<file path="src/rtl/pmc_pkg.sv">
/*
  Package for the power mode controller: power states, wake source and
  control carriers, timing counts, RAM bank sizes.
  Assumes one 125 MHz system clock and an active-low asynchronous reset.
*/
// Functional notes
// - run: gate clocks of idle peripherals
// - cpu halt: core stopped, peripherals, transfers on
// - cpu halt: enabled pin/peripheral interrupt wakes
// - retention halt: core off, RAM kept
// - retention halt: pins hold their entry state
// - retention halt entry: all oscillators off
// - retention halt wake skips system init
// - low-power timer runs, optional wake source
// - standby: same wake set, core off
// - standby: per-bank retention of four banks
// - off: everything off except front end power, which follows software; pin wake only
// - front end power follows software only
// - crystal oscillators follow power state automatically
// - wake pins: per-pin rising or falling edge
// - peripheral activity reopens its gated clock the next cycle
package pmc_pkg;

  localparam int unsigned PMC_NUM_PINS   = 23;
  localparam int unsigned PMC_NUM_PERIPH = 8;
  localparam int unsigned PMC_NUM_BANKS  = 4;

  // bank sizes in KB, without and with error correction
  localparam int unsigned PMC_BANK_A_KB  = 20;
  localparam int unsigned PMC_BANK_B_KB  = 20;
  localparam int unsigned PMC_BANK_C_KB  = 40;
  localparam int unsigned PMC_BANK_D_KB  = 80;
  localparam int unsigned PMC_BANK_A_ECC_KB = 16;
  localparam int unsigned PMC_BANK_B_ECC_KB = 16;
  localparam int unsigned PMC_BANK_C_ECC_KB = 32;
  localparam int unsigned PMC_BANK_D_ECC_KB = 64;

  // timing
  localparam int unsigned PMC_CLK_MHZ      = 125;
  localparam int unsigned PMC_INIT_NS      = 2000;
  localparam int unsigned PMC_INIT_CYC     = (PMC_INIT_NS * PMC_CLK_MHZ + 999) / 1000;
  localparam int unsigned PMC_RESUME_CYC   = 4;
  localparam int unsigned PMC_OSC_CYC      = 8;
  localparam int unsigned PMC_CNT_W        = 12;

  typedef enum logic [2:0] {
    PMC_MODE_RUN,
    PMC_MODE_CPU_HALT,
    PMC_MODE_RET_HALT,
    PMC_MODE_STANDBY,
    PMC_MODE_OFF
  } pmc_mode_t;

  typedef enum logic [2:0] {
    PMC_ST_RUN,
    PMC_ST_CPU_HALT,
    PMC_ST_OSC_DOWN,
    PMC_ST_LOW,
    PMC_ST_OSC_UP,
    PMC_ST_RESUME,
    PMC_ST_INIT
  } pmc_state_t;

  // power and clock controls driven to the chip
  typedef struct packed {
    logic                      cpu_clk_en;
    logic                      cpu_pwr_en;
    logic                      periph_pwr_en;
    logic [PMC_NUM_PERIPH-1:0] periph_clk_en;
    logic                      xfer_clk_en;
    logic                      osc_en;
    logic                      xtal_en;
    logic [PMC_NUM_BANKS-1:0]  bank_ret;
    logic                      pin_hold;
    logic                      lp_timer_run;
    logic                      afe_pwr_en;
    logic                      sys_init;
  } pmc_ctrl_t;

  // wake-relevant inputs
  typedef struct packed {
    logic [PMC_NUM_PINS-1:0]   pin_level;
    logic [PMC_NUM_PINS-1:0]   pin_wake_en;
    logic [PMC_NUM_PINS-1:0]   pin_fall;
    logic                      pin_irq;
    logic [PMC_NUM_PERIPH-1:0] periph_irq;
    logic [PMC_NUM_PERIPH-1:0] periph_irq_en;
    logic                      lp_timer_evt;
    logic                      lp_timer_wake_en;
  } pmc_wake_in_t;

endpackage

</file>
<file path="src/rtl/pmc_pin_wake.sv">
/*
  Per-pin edge wake detector.
  Assumes pin levels synchronous to the system clock.
*/
module pmc_pin_wake (
  // clock and reset
  input  wire logic                             i_clk_sys,
  input  wire logic                             i_rst_n,
  // pins
  input  wire logic [pmc_pkg::PMC_NUM_PINS-1:0] i_level,
  input  wire logic [pmc_pkg::PMC_NUM_PINS-1:0] i_wake_en,
  input  wire logic [pmc_pkg::PMC_NUM_PINS-1:0] i_fall,
  // result
  output logic                                  o_wake
);

  typedef struct packed {
    logic [pmc_pkg::PMC_NUM_PINS-1:0] prev;
  } pmc_pw_state_t;

  pmc_pw_state_t s_q;
  pmc_pw_state_t s_d;
  logic [pmc_pkg::PMC_NUM_PINS-1:0] hit;

  // per-pin edge select
  for (genvar g = 0; g < pmc_pkg::PMC_NUM_PINS; g++) begin : g_pin
    assign hit[g] = i_wake_en[g] & (i_fall[g] ? (s_q.prev[g] & ~i_level[g])
                                              : (~s_q.prev[g] & i_level[g]));
  end

  assign o_wake = |hit;

  always_comb begin
    s_d = s_q;
    s_d.prev = i_level;
  end

  always_ff @(posedge i_clk_sys or negedge i_rst_n) begin
    if (!i_rst_n) begin
      s_q <= '0;
    end else begin
      s_q <= s_d;
    end
  end

endmodule

</file>
<file path="src/rtl/pmc_clk_gate.sv">
/*
  Peripheral clock gating: when allowed, clocks on while a peripheral is requested or
  shows activity.
  Assumes request and activity synchronous to the system clock.
*/
module pmc_clk_gate (
  // clock and reset
  input  wire logic                               i_clk_sys,
  input  wire logic                               i_rst_n,
  // control
  input  wire logic                               i_allow,
  input  wire logic [pmc_pkg::PMC_NUM_PERIPH-1:0] i_req,
  input  wire logic [pmc_pkg::PMC_NUM_PERIPH-1:0] i_activity,
  // gates
  output logic      [pmc_pkg::PMC_NUM_PERIPH-1:0] o_clk_en
);

  typedef struct packed {
    logic [pmc_pkg::PMC_NUM_PERIPH-1:0] en;
  } pmc_cg_state_t;

  pmc_cg_state_t s_q;
  pmc_cg_state_t s_d;

  always_comb begin
    s_d = s_q;
    // idle peripherals gated, demand or activity reopens next cycle
    s_d.en = i_allow ? (i_req | i_activity) : '0;
  end

  assign o_clk_en = s_q.en;

  always_ff @(posedge i_clk_sys or negedge i_rst_n) begin
    if (!i_rst_n) begin
      s_q <= '0;
    end else begin
      s_q <= s_d;
    end
  end

endmodule

</file>
<file path="src/rtl/pmc_power_mode_ctrl.sv">
/*
  Power mode controller: sequences run, cpu halt, retention halt,
  standby retention and off; drives power, clock, retention and hold
  controls and decides wake.
  Assumes synchronous inputs and a 125 MHz clock that keeps running in
  the controller's own always-on domain.
*/
module pmc_power_mode_ctrl (
  // clock and reset
  input  wire logic                               i_clk_sys,
  input  wire logic                               i_rst_n,
  // mode request from the core
  input  wire logic                               i_mode_req,
  input  wire pmc_pkg::pmc_mode_t                 i_mode_sel,
  input  wire logic [pmc_pkg::PMC_NUM_BANKS-1:0]  i_bank_ret_sel,
  input  wire logic                               i_afe_pwr_sw,
  input  wire logic                               i_lp_timer_on,
  // peripheral demand
  input  wire logic [pmc_pkg::PMC_NUM_PERIPH-1:0] i_periph_req,
  input  wire logic [pmc_pkg::PMC_NUM_PERIPH-1:0] i_periph_activity,
  // wake sources
  input  wire pmc_pkg::pmc_wake_in_t              i_wake,
  // controls
  output pmc_pkg::pmc_ctrl_t                      o_ctrl,
  output pmc_pkg::pmc_state_t                     o_state,
  output logic                                    o_wake_evt
);

  typedef struct packed {
    pmc_pkg::pmc_state_t              st;
    pmc_pkg::pmc_mode_t               mode;
    logic [pmc_pkg::PMC_CNT_W-1:0]    cnt;
    logic [pmc_pkg::PMC_NUM_BANKS-1:0] ret;
    logic                             afe;
    logic                             wake;
  } pmc_top_state_t;

  localparam logic [pmc_pkg::PMC_CNT_W-1:0] INIT_CNT   = pmc_pkg::PMC_CNT_W'(pmc_pkg::PMC_INIT_CYC - 1);
  localparam logic [pmc_pkg::PMC_CNT_W-1:0] RESUME_CNT = pmc_pkg::PMC_CNT_W'(pmc_pkg::PMC_RESUME_CYC - 1);
  localparam logic [pmc_pkg::PMC_CNT_W-1:0] OSC_CNT    = pmc_pkg::PMC_CNT_W'(pmc_pkg::PMC_OSC_CYC - 1);

  pmc_top_state_t s_q;
  pmc_top_state_t s_d;
  logic           pin_wake;
  logic           periph_wake;
  logic           timer_wake;
  logic           low_wake;
  logic           clk_allow;
  logic [pmc_pkg::PMC_NUM_PERIPH-1:0] gate_en;

  pmc_pin_wake u_pin_wake (
    .i_clk_sys (i_clk_sys),
    .i_rst_n   (i_rst_n),
    .i_level   (i_wake.pin_level),
    .i_wake_en (i_wake.pin_wake_en),
    .i_fall    (i_wake.pin_fall),
    .o_wake    (pin_wake)
  );

  assign clk_allow = (s_q.st == pmc_pkg::PMC_ST_RUN) || (s_q.st == pmc_pkg::PMC_ST_CPU_HALT);

  pmc_clk_gate u_clk_gate (
    .i_clk_sys  (i_clk_sys),
    .i_rst_n    (i_rst_n),
    .i_allow    (clk_allow),
    .i_req      (i_periph_req),
    .i_activity (i_periph_activity),
    .o_clk_en   (gate_en)
  );

  // cpu halt wake: enabled pin or peripheral interrupt
  assign periph_wake = i_wake.pin_irq | (|(i_wake.periph_irq & i_wake.periph_irq_en));
  // timer event counts only when enabled for wake
  assign timer_wake  = i_lp_timer_on & i_wake.lp_timer_wake_en & i_wake.lp_timer_evt;
  // retention halt and standby share one wake set; off takes pins only
  assign low_wake    = (s_q.mode == pmc_pkg::PMC_MODE_OFF) ? pin_wake
                                                           : (pin_wake | timer_wake);

  always_comb begin
    s_d      = s_q;
    s_d.wake = 1'h0;
    s_d.afe  = i_afe_pwr_sw;
    if (s_q.cnt != '0) begin
      s_d.cnt = s_q.cnt - 1'h1;
    end
    unique case (s_q.st)
      pmc_pkg::PMC_ST_RUN: begin
        if (i_mode_req) begin
          s_d.mode = i_mode_sel;
          s_d.ret  = (i_mode_sel == pmc_pkg::PMC_MODE_STANDBY) ? i_bank_ret_sel : '1;
          if (i_mode_sel == pmc_pkg::PMC_MODE_CPU_HALT) begin
            s_d.st = pmc_pkg::PMC_ST_CPU_HALT;
          end else if (i_mode_sel != pmc_pkg::PMC_MODE_RUN) begin
            s_d.st  = pmc_pkg::PMC_ST_OSC_DOWN;
            s_d.cnt = OSC_CNT;
          end
        end
      end
      pmc_pkg::PMC_ST_CPU_HALT: begin
        if (periph_wake || pin_wake) begin
          s_d.st   = pmc_pkg::PMC_ST_RUN;
          s_d.mode = pmc_pkg::PMC_MODE_RUN;
          s_d.wake = 1'h1;
        end
      end
      pmc_pkg::PMC_ST_OSC_DOWN: begin
        if (s_q.cnt == '0) begin
          s_d.st = pmc_pkg::PMC_ST_LOW;
        end
      end
      pmc_pkg::PMC_ST_LOW: begin
        if (low_wake) begin
          s_d.st   = pmc_pkg::PMC_ST_OSC_UP;
          s_d.cnt  = OSC_CNT;
          s_d.wake = 1'h1;
        end
      end
      pmc_pkg::PMC_ST_OSC_UP: begin
        if (s_q.cnt == '0) begin
          if (s_q.mode == pmc_pkg::PMC_MODE_RET_HALT) begin
            s_d.st  = pmc_pkg::PMC_ST_RESUME;
            s_d.cnt = RESUME_CNT;
          end else begin
            s_d.st  = pmc_pkg::PMC_ST_INIT;
            s_d.cnt = INIT_CNT;
          end
        end
      end
      pmc_pkg::PMC_ST_RESUME,
      pmc_pkg::PMC_ST_INIT: begin
        if (s_q.cnt == '0) begin
          s_d.st   = pmc_pkg::PMC_ST_RUN;
          s_d.mode = pmc_pkg::PMC_MODE_RUN;
          s_d.ret  = '1;
        end
      end
      default: begin
        s_d.st = pmc_pkg::PMC_ST_INIT;
        s_d.cnt = INIT_CNT;
      end
    endcase
  end

  always_ff @(posedge i_clk_sys or negedge i_rst_n) begin
    if (!i_rst_n) begin
      s_q.st   <= pmc_pkg::PMC_ST_INIT;
      s_q.mode <= pmc_pkg::PMC_MODE_RUN;
      s_q.cnt  <= INIT_CNT;
      s_q.ret  <= '1;
      s_q.afe  <= 1'h0;
      s_q.wake <= 1'h0;
    end else begin
      s_q <= s_d;
    end
  end

  // output decode from registered state and the timer switch
  logic in_low;
  logic osc_off;
  logic deep;

  assign in_low  = (s_q.st == pmc_pkg::PMC_ST_OSC_DOWN) || (s_q.st == pmc_pkg::PMC_ST_LOW);
  assign osc_off = (s_q.st == pmc_pkg::PMC_ST_LOW);
  assign deep    = in_low || (s_q.st == pmc_pkg::PMC_ST_OSC_UP);

  always_comb begin
    o_ctrl               = '0;
    // core clock only in run
    o_ctrl.cpu_clk_en    = (s_q.st == pmc_pkg::PMC_ST_RUN);
    // core powered unless in a deep state
    o_ctrl.cpu_pwr_en    = !deep;
    o_ctrl.periph_pwr_en = !(deep && s_q.mode == pmc_pkg::PMC_MODE_OFF) &&
                           !(osc_off && s_q.mode != pmc_pkg::PMC_MODE_RET_HALT);
    o_ctrl.periph_clk_en = gate_en;
    o_ctrl.xfer_clk_en   = clk_allow;
    o_ctrl.osc_en        = !osc_off;
    o_ctrl.xtal_en       = !osc_off;
    // off keeps nothing; standby per bank; others keep all
    o_ctrl.bank_ret      = (s_q.mode == pmc_pkg::PMC_MODE_OFF) ? '0 : s_q.ret;
    o_ctrl.pin_hold      = deep && (s_q.mode == pmc_pkg::PMC_MODE_RET_HALT);
    o_ctrl.lp_timer_run  = i_lp_timer_on && (s_q.mode != pmc_pkg::PMC_MODE_OFF);
    o_ctrl.afe_pwr_en    = s_q.afe;
    o_ctrl.sys_init      = (s_q.st == pmc_pkg::PMC_ST_INIT);
  end

  assign o_state    = s_q.st;
  assign o_wake_evt = s_q.wake;

endmodule

</file>
<file path="config.mk">
export PLATFORM = sky130hd
export DESIGN_NAME = pmc_power_mode_ctrl
export DESIGN_NICKNAME = d
export VERILOG_FILES = /design/src/rtl/pmc_pkg.sv /design/src/rtl/pmc_pin_wake.sv /design/src/rtl/pmc_clk_gate.sv /design/src/rtl/pmc_power_mode_ctrl.sv
export SDC_FILE = /design/constraint.sdc
export NUM_CORES = 1
export LEC_CHECK = 0
export ABC_AREA = 1
export BUFFER_PORTS_ARGS = -buffer_cell sky130_fd_sc_hd__buf_2
export CAP_MARGIN = 5
export CORE_MARGIN = 2
export CORE_UTILIZATION = 49
export CTS_CLUSTER_SIZE = 8
export DETAILED_ROUTE_END_ITERATION = 6
export PLACE_DENSITY_LB_ADDON = 0.25
export SLEW_MARGIN = 20
export SYNTH_ARGS = -nofsm -noshare
export SYNTH_HDL_FRONTEND = slang
export SYNTH_HIERARCHICAL = 1
export SYNTH_SLANG_ARGS = --single-unit
</file>
<file path="constraint.sdc">
create_clock -name i_clk_sys -period 4.2 [get_ports i_clk_sys]
set_input_delay 0.42 -clock i_clk_sys [delete_from_list [all_inputs] [get_ports i_clk_sys]]
set_output_delay 0.42 -clock i_clk_sys [all_outputs]
set_load 0.02 [all_outputs]
</file>
# Word-level counts from Yosys, hierarchy flattened
# Cells that the tools add are included.
[op_classes]
n_div = 0
eq_ne = 19
magnitude_cmp = 0
n_bitwise = 121
mux = 50
n_reduce_logical = 26
n_mul = 0
shift = 0
n_addsub = 1
[ops]
columns = ["cell", "n"]
rows = [
  ["AND 1 bit", 71],
  ["two-way mux 12 bit", 5],
  ["one-hot mux 12 bit (4 select lines)", 1],
  ["inverter 1 bit", 46],
  ["two-way mux 1 bit", 26],
  ["OR reduction 23 bit", 1],
  ["two-way mux 22 bit", 1],
  ["one-hot mux 3 bit (6 select lines)", 1],
  ["two-way mux 8 bit", 2],
  ["two-way mux 3 bit", 5],
  ["== test 3 x 2 -> 1 bit, second input constant", 4],
  ["== test 3 bit, second input constant", 4],
  ["zero test 12 bit", 1],
  ["two-way mux 4 bit", 3],
  ["two-way mux 6 bit", 2],
  ["nonzero test 12 bit", 1],
  ["subtractor 12 x 1 -> 12 bit, second input constant", 1],
  ["inequality test 2 bit, second input constant", 5],
  ["one-hot mux 3 bit (3 select lines)", 1],
  ["AND 8 bit", 1],
  ["bitwise OR 8 bit", 1],
  ["one-hot mux 4 bit (2 select lines)", 1],
  ["OR reduction 8 bit", 1],
  ["AND reduction 7 bit", 1],
  ["other kinds (18)", 31],
]
[word_totals]
latch_bits = 0
inputBits = 116
mem_bits_rw = 0
output_inout_bits = 26
romBits = 0
wordCells = 225
n_memories = 0
ff_bits = 55

# Logic depth before layout (Yosys ltp)
# Gate-level depths: netlist (run 1).
[logic_depth]
word_depth = 9
mapped_depth = 17
mapped_depth_nobuf = 17

# Cells and area by module
# Netlist (run 1), hierarchy kept.
[modules_own_cells]
columns = ["mod", "instances", "cells_each", "seq_area_each_um2", "area_each_um2"]
rows = [
  ["pmc_power_mode_ctrl", 1, 242, 615.6, 1640.3],
  ["pmc_pin_wake", 1, 170, 575.6, 1241.2],
  ["pmc_clk_gate", 1, 25, 200.2, 264.0],
]

# Worst setup path after synthesis (run 1)
# Ideal clock, no wire load.
[synth_path]
path_kind = "register to output"
start = "register s_q, in the netlist o_state[1]"
end = "output port o_ctrl[19] (netlist bit)"
stages_incl_launch_ff = 7
arrival_time_ns = 1.424
path_buffers = 0
path_slack_ns = 2.356
required_ns = 3.780
path_cell_list = "dfstp_2 nor2_1 nand2_1 inv_2 nor2_1 o22ai_1 inv_1"
[synth_rtl]
columns = ["item", "line_no", "text"]
rows = [
  ["from (decl)", "pmc_power_mode_ctrl.sv:42", "pmc_top_state_t s_q;"],
  ["to (decl)", "pmc_power_mode_ctrl.sv:24", "output pmc_pkg::pmc_ctrl_t o_ctrl,"],
]

==> run summary, run 1 <==
WL final - 7.77 mm
CP endpoint kind - primary output
vias - 3161
Avg WL per Cell - 11.8 um
RSZ-0062 raised after global routing - no
placer congestion estimate - 0.934
root buf cell - clkbuf_8
Yosys top cell by area - dfrtp_1
dpl cells - 648
Yosys top cell area share - 34.2%
Antenna diodes - 0
TritonCTS clock tree - yes
status - completed
post-synthesis sequential area ratio - 44.2%
initial antenna violation count - 0
fillers - 579
PD cells - 246 nW/um^2
post-synthesis net count - 555
commonest cells in the netlist - 115 x nand2_1, 75 x inv_1, 59 x nor2_1
fin crit period - 2150 ps
r2r startpoint - s_q[6]
crit path capture - o_ctrl[19]
Final #Nets - 696
dominant cells by area after synthesis - dfrtp_1 34%, nand2_1 14%, dfstp_2 10%, inv_1 8.9%, nor2_1 7.0%
Post-DP HPWL - 6.35 mm
reg-to-reg endpoint - s_q[9]
period utilization - 51.1%
Worst EP required - 3780 ps
largest net degree at the start of global routing - 36
Final TNS setup - 0 ps
die height - 84.1 um
share of layout cells above drive strength 1 - 30.2%
reg2reg path depth - 8
drc violations - 0
asr flop ratio synth - 100%
critical path fanouts, max - 5
GRT Total Usage - 22.3%
top-count cell post-synth - nand2_1
number of port buffers - 141
Post CTS Setup Buffer Count - 0
area grow syn2layout - 26.6%
leak pwr - 2.44 nW
Synthesis Warnings - 6
Final Non-Filler Cells - 656
CTS sink count - 55
pre-CTS WS - 2180 ps
Initial Util - 50.1%
final core occ - 63.4%
htree depth - 2
row count - 29
final setup vio count - 0
worst vdd ir - 0.000169 V
Worst-Margin Slew - 504 ps
Post-DRT Antenna Nets - 0
CTS Buffer Depth - 2
setup slack after layout - 2050 ps
Horiz. Die Dim - 84.1 um
DR iter-0 viols - 165
Fin. Hold Viols - 0
startpoint type of the worst setup path - register
Hold Buf Count CTS - 0
Post-Synthesis Cells - 437
number of synthesized flops with an enable pin - 0
Synth Cell Area - 3150 sq um
Worst Path Arrival - 1730 ps
synth unique cells - 29
Max Freq - 0.466 GHz
cts repair resizes - 0
Rel. slew slack - 66.4%
first-pass GRT wire length - 12.9 mm
Worst setup startpoint - o_state[1]
synthesis-stage register bit count - 55
max_cap viols - 0
R2R setup slack - 2320 ps
Num CTS Buffers - 5
Core ar. - 6280 sq um
via/cell ratio - 4.82
syn avg cell area - 7.20 sq um
I/O pin cnt - 142
clk_skew - 3.87 ps
worst min path class - input port to async pin
gr ovfl total - 0
clock slew at reported path FFs - 100 ps
Final Max Slew Viols - 0
worst-skew pair later-pin latency - 310 ps
crit path kind - register to primary output
dominant synthesized flop cell - dfrtp_1
Initial DRT Pass Iterations - 4
Die Footprint - 7080 sq um
vias in the first global route - 3097
[sequential cells by signal, indices dropped and copies added (netlist names)]
name,count
o_ctrl,1
o_state,3
o_wake_evt,1
s_q,19
u_clk_gate/o_clk_en,8
u_pin_wake/s_q,23
[logic make-up (layout without fill, tap and decap cells)]
kind of cell             count (synthesis)  in the layout  share of synthesized area [%]
AO/OA/AOI/OAI                           49             49                           9.63
adder cells (fa/ha/maj)                  2              2                          0.795
XOR/XNOR                                 8              8                           2.23
AND/OR/NAND/NOR                        236            236                           31.7
buffers and inverters                   87            229                           11.4
flip-flops                              55             55                           44.2
[layout make-up]
class	count	area [sq um]	area share [%]
Timing Repair Buffer	142	713	17.9
Sequential cell	55	1390	34.9
Clock inverter	3	18.8	0.471
Tap cell	77	96.3	2.42
Multi-Input combinational cell	295	1400	35.1
Clock buffer	5	68.8	1.73
Inverter	79	297	7.45
[worst min-delay path by stage]
stage                     slack (ps)                 end    start  cells after the start
after global routing              80   u_pin_wake/s_q[8]  i_rst_n                      1
after floorplan                  120           o_ctrl[1]  i_rst_n                      0
after global placement           410   u_pin_wake/s_q[8]  i_rst_n                      1
final                             60  u_pin_wake/s_q[19]  i_rst_n                      1
after CTS                         70   u_pin_wake/s_q[8]  i_rst_n                      1
after detailed placement         420  u_pin_wake/s_q[19]  i_rst_n                      1
[layer usage]
metal	global-route usage, %	routed length [um]	vias up
met2	39.6	3900	111
met3	5.04	449	13
met4	6.74	143	0
met1	26.8	3280	1412
met5	0	0	-
li1	-	-	1625
[where the power goes]
group          total (W)  leakage (nW)  switching, W  internal [W]
combinational   0.000133          1.72     0.0000682     0.0000651
clock           0.000300        0.0483      0.000182      0.000118
sequential      0.000546         0.671    0.00000474      0.000541
[critical path, cell delays in order (launching register included)]
cell and delay, ps:
dfstp_2 610, nand2_1 130, nor2_1 210, inv_1 100, o22ai_1 170, inv_1 50, buf_2 150
[metrics by stage]
stage / total power (W) / area, sq um / hold WS, ps
3_3_place_gp: 0.000685 / 3890 / 414
4_1_cts: 0.000991 / 3980 / 66.3
5_1_grt: 0.00104 / 3980 / 77.4
2_1_floorplan: 0.000609 / 3150 / 124
3_5_place_dp: 0.000691 / 3890 / 417
6_report: 0.000979 / 3980 / 55.9
[placed cells by master, fill, tap and decap left out, types with 4 or more instances in the layout]
master      n
buf_2     141
nand2_1   115
inv_1      75
nor2_1     59
dfrtp_1    43
nand3_1    42
a21oi_1    13
o21ai_0    12
dfstp_2    12
o21bai_1   11
a21o_1      7
nor3_1      6
clkbuf_8    5
inv_2       4
nand4_1     4
xor2_1      4
xnor2_1     4
(Power assumes the default switching activity.)
==> inputs of run 2 (changes only) <==
--- a/config.mk
+++ b/config.mk
@@ -9,7 +9,7 @@
 export BUFFER_PORTS_ARGS = -buffer_cell sky130_fd_sc_hd__buf_2
 export CAP_MARGIN = 5
 export CORE_MARGIN = 2
-export CORE_UTILIZATION = 49
+export CORE_UTILIZATION = 43
 export CTS_CLUSTER_SIZE = 8
 export DETAILED_ROUTE_END_ITERATION = 6
 export PLACE_DENSITY_LB_ADDON = 0.25
==> constraint.sdc (replaced) <==
create_clock -name i_clk_sys -period 1.9 [get_ports i_clk_sys]
set_input_delay 0.19 -clock i_clk_sys [delete_from_list [all_inputs] [get_ports i_clk_sys]]
set_output_delay 0.19 -clock i_clk_sys [all_outputs]
set_load 0.02 [all_outputs]
==> run 2 against run 1 <==
  * Cell area up 9.2%
  * Die area up 13%
  * Total power is 140% higher
  * Sequential share of layout area is 2.9 points lower
  * Clock skew is 4.8 ps higher
  * Sequential cell count did not move
  * Combinational power rose to 2.5 times the previous value
  * Setup slack worse by 2000 ps
  * Non-clock buffer count is 24 higher
  * Final cell count rose by 7.0%
  * Sequential power up 120%
  * Critical path type unchanged
==> run summary, run 2 (synthesis results as in run 1) <==
WL final - 8.26 mm
Initial DRT Pass Iterations - 4
met3 usage - 4.43%
vias - 3298
placer congestion estimate - 0.869
most common cell after layout, fill and taps aside - buf_2
Worst EP required - 1710 ps
most frequent cells in the layout - 137 x buf_2, 112 x nand2_1, 74 x inv_1
Post-DRT Antenna Nets - 0
fin crit period - 1840 ps
period utilization - 97.0%
Largest register FFs - 23
clk_skew - 8.67 ps
vias in the first global route - 3251
clock slew at reported path FFs - 100 ps
area grow syn2layout - 38.2%
first-pass GRT wire length - 13.3 mm
row count - 31
Final Total Pwr - 0.00233 W
Antenna diodes - 0
Core ar. - 7180 sq um
Num CTS Buffers - 5
PD cells - 535 nW/um^2
Die Footprint - 8020 sq um
gr ovfl total - 0
crit path kind - register to primary output
Placed Area - 3940 sq um
largest net degree at the start of global routing - 56
CP endpoint kind - primary output
met1 usage - 22.7%
share of layout cells above drive strength 1 - 30.8%
max_cap viols - 0
number of port buffers - 141
worst min path class - input port to register
Final Max Slew Viols - 0
Biggest register - u_pin_wake/s_q
die height - 89.5 um
htree depth - 2
Max Freq - 0.543 GHz
startpoint type of the worst setup path - register
pre-CTS WS - 69.8 ps
root buf cell - clkbuf_8
fillers - 691
worst-skew pair later-pin latency - 310 ps
Worst-Margin Slew - 286 ps
Worst Path Arrival - 1650 ps
status - completed
DR iter-0 viols - 131
Horiz. Die Dim - 89.5 um
Final #Nets - 720
Hold WS - 84.2 ps
initial antenna violation count - 0
design area - 4350 sq um
Avg WL per Cell - 11.8 um
Post-DP HPWL - 6.29 mm
Rel. slew slack - 80.7%
I/O pin cnt - 142
leak pwr - 2.56 nW
drc violations - 0
final setup vio count - 0
GRT Total Usage - 21.4%
RSZ-0062 raised after global routing - yes
critical path fanouts, max - 5
TritonCTS clock tree - yes
Fin. Hold Viols - 0
busiest layer in global routing - met2
Initial Util - 43.8%
worst vdd ir - 0.000309 V
setup slack after layout - 57.1 ps
CTS Buffer Depth - 2
CTS sink count - 55
via/cell ratio - 4.70
GRT met2 Usage - 40.5%
==> run 2: cell count changes in the layout (fill, tap and decap cells not counted), moves of 2 or more <==
cell / previous run / this run
buf_4: 1 / 3
buf_2: 141 / 137
nor2_1: 59 / 54
nand2_2: 2 / 4
nand3_2: 2 / 5
nand3_1: 42 / 39
nor2_2: 2 / 6
nand2_1: 115 / 112
dlygate4sd3_1: 0 / 24
clkinv_2: 2 / 0
==> run 2: path summary, 6_finish.rpt <==
| check | start | slack [ps] | to | cells after the start |
|---|---|---|---|---|
| hold / removal | i_periph_req[1] | 80 | u_clk_gate/o_clk_en[1] | 3 |
| setup / recovery | o_state[1] | 60 | o_ctrl[19] | 6 |
| setup reg to reg | u_pin_wake/s_q[7] | 90 | o_state[1] | 16 |
| max in group asynchronous | i_rst_n | 1190 | s_q[11] | 3 |
| hold reg to reg | s_q[3] | 480 | s_q[3] | 2 |
| min in group asynchronous | i_rst_n | 400 | u_pin_wake/s_q[18] | 3 |
==> run 2: area by class of cell <==
type / count / area (sq um) / area share, %
Clock inverter: 2 / 37.5 / 0.863
Timing Repair Buffer: 166 / 981 / 22.6
Clock buffer: 6 / 72.6 / 1.67
Sequential cell: 55 / 1390 / 32.0
Multi-Input combinational cell: 295 / 1450 / 33.2
Inverter: 79 / 297 / 6.82
Tap cell: 99 / 124 / 2.85
==> run 2: stage by stage <==
stage / util, % / setup TNS (ps) / instances
floorplan: - / 0 / 437
global placement: 54.9 / 0 / 671
detailed placement: 54.9 / 0 / 671
CTS: 59.7 / 0 / 702
global route: 60.6 / -513 / 702
finish: 60.6 / 0 / 702
==> run 2: worst max-delay path, cell delays in order, from the launching register on <==
cell	delay [ps]
dfstp_2	620
nand2_2	110
nor2_2	130
inv_1	90
o22ai_1	180
inv_1	60
buf_2	150
==> run 2: power breakdown <==
part / internal [W] / leakage (nW) / switching, W
Clock: 0.000394 / 0.0514 / 0.000390
Sequential: 0.00120 / 0.671 / 0.0000105
Combinational: 0.000179 / 1.84 / 0.000158
Total: 0.00177 / 2.56 / 0.000559
==> run 2: what timing repair did <==
action | CTS | global route
gates resized for setup | 1 | 15
endpoints found under the setup margin | 1 | 18
buffers inserted | 1 | 1
pin swaps | 1 | 8
endpoints found under the hold margin | 64 | 3
hold buffers | 22 | 3
==> run 2: metal layers <==
metal / share of wire, % / routed length [um]
met1: 40 / 3270
met2: 51 / 4230
met3: 6.2 / 509
met4: 2.9 / 243
met5: 0 / 0
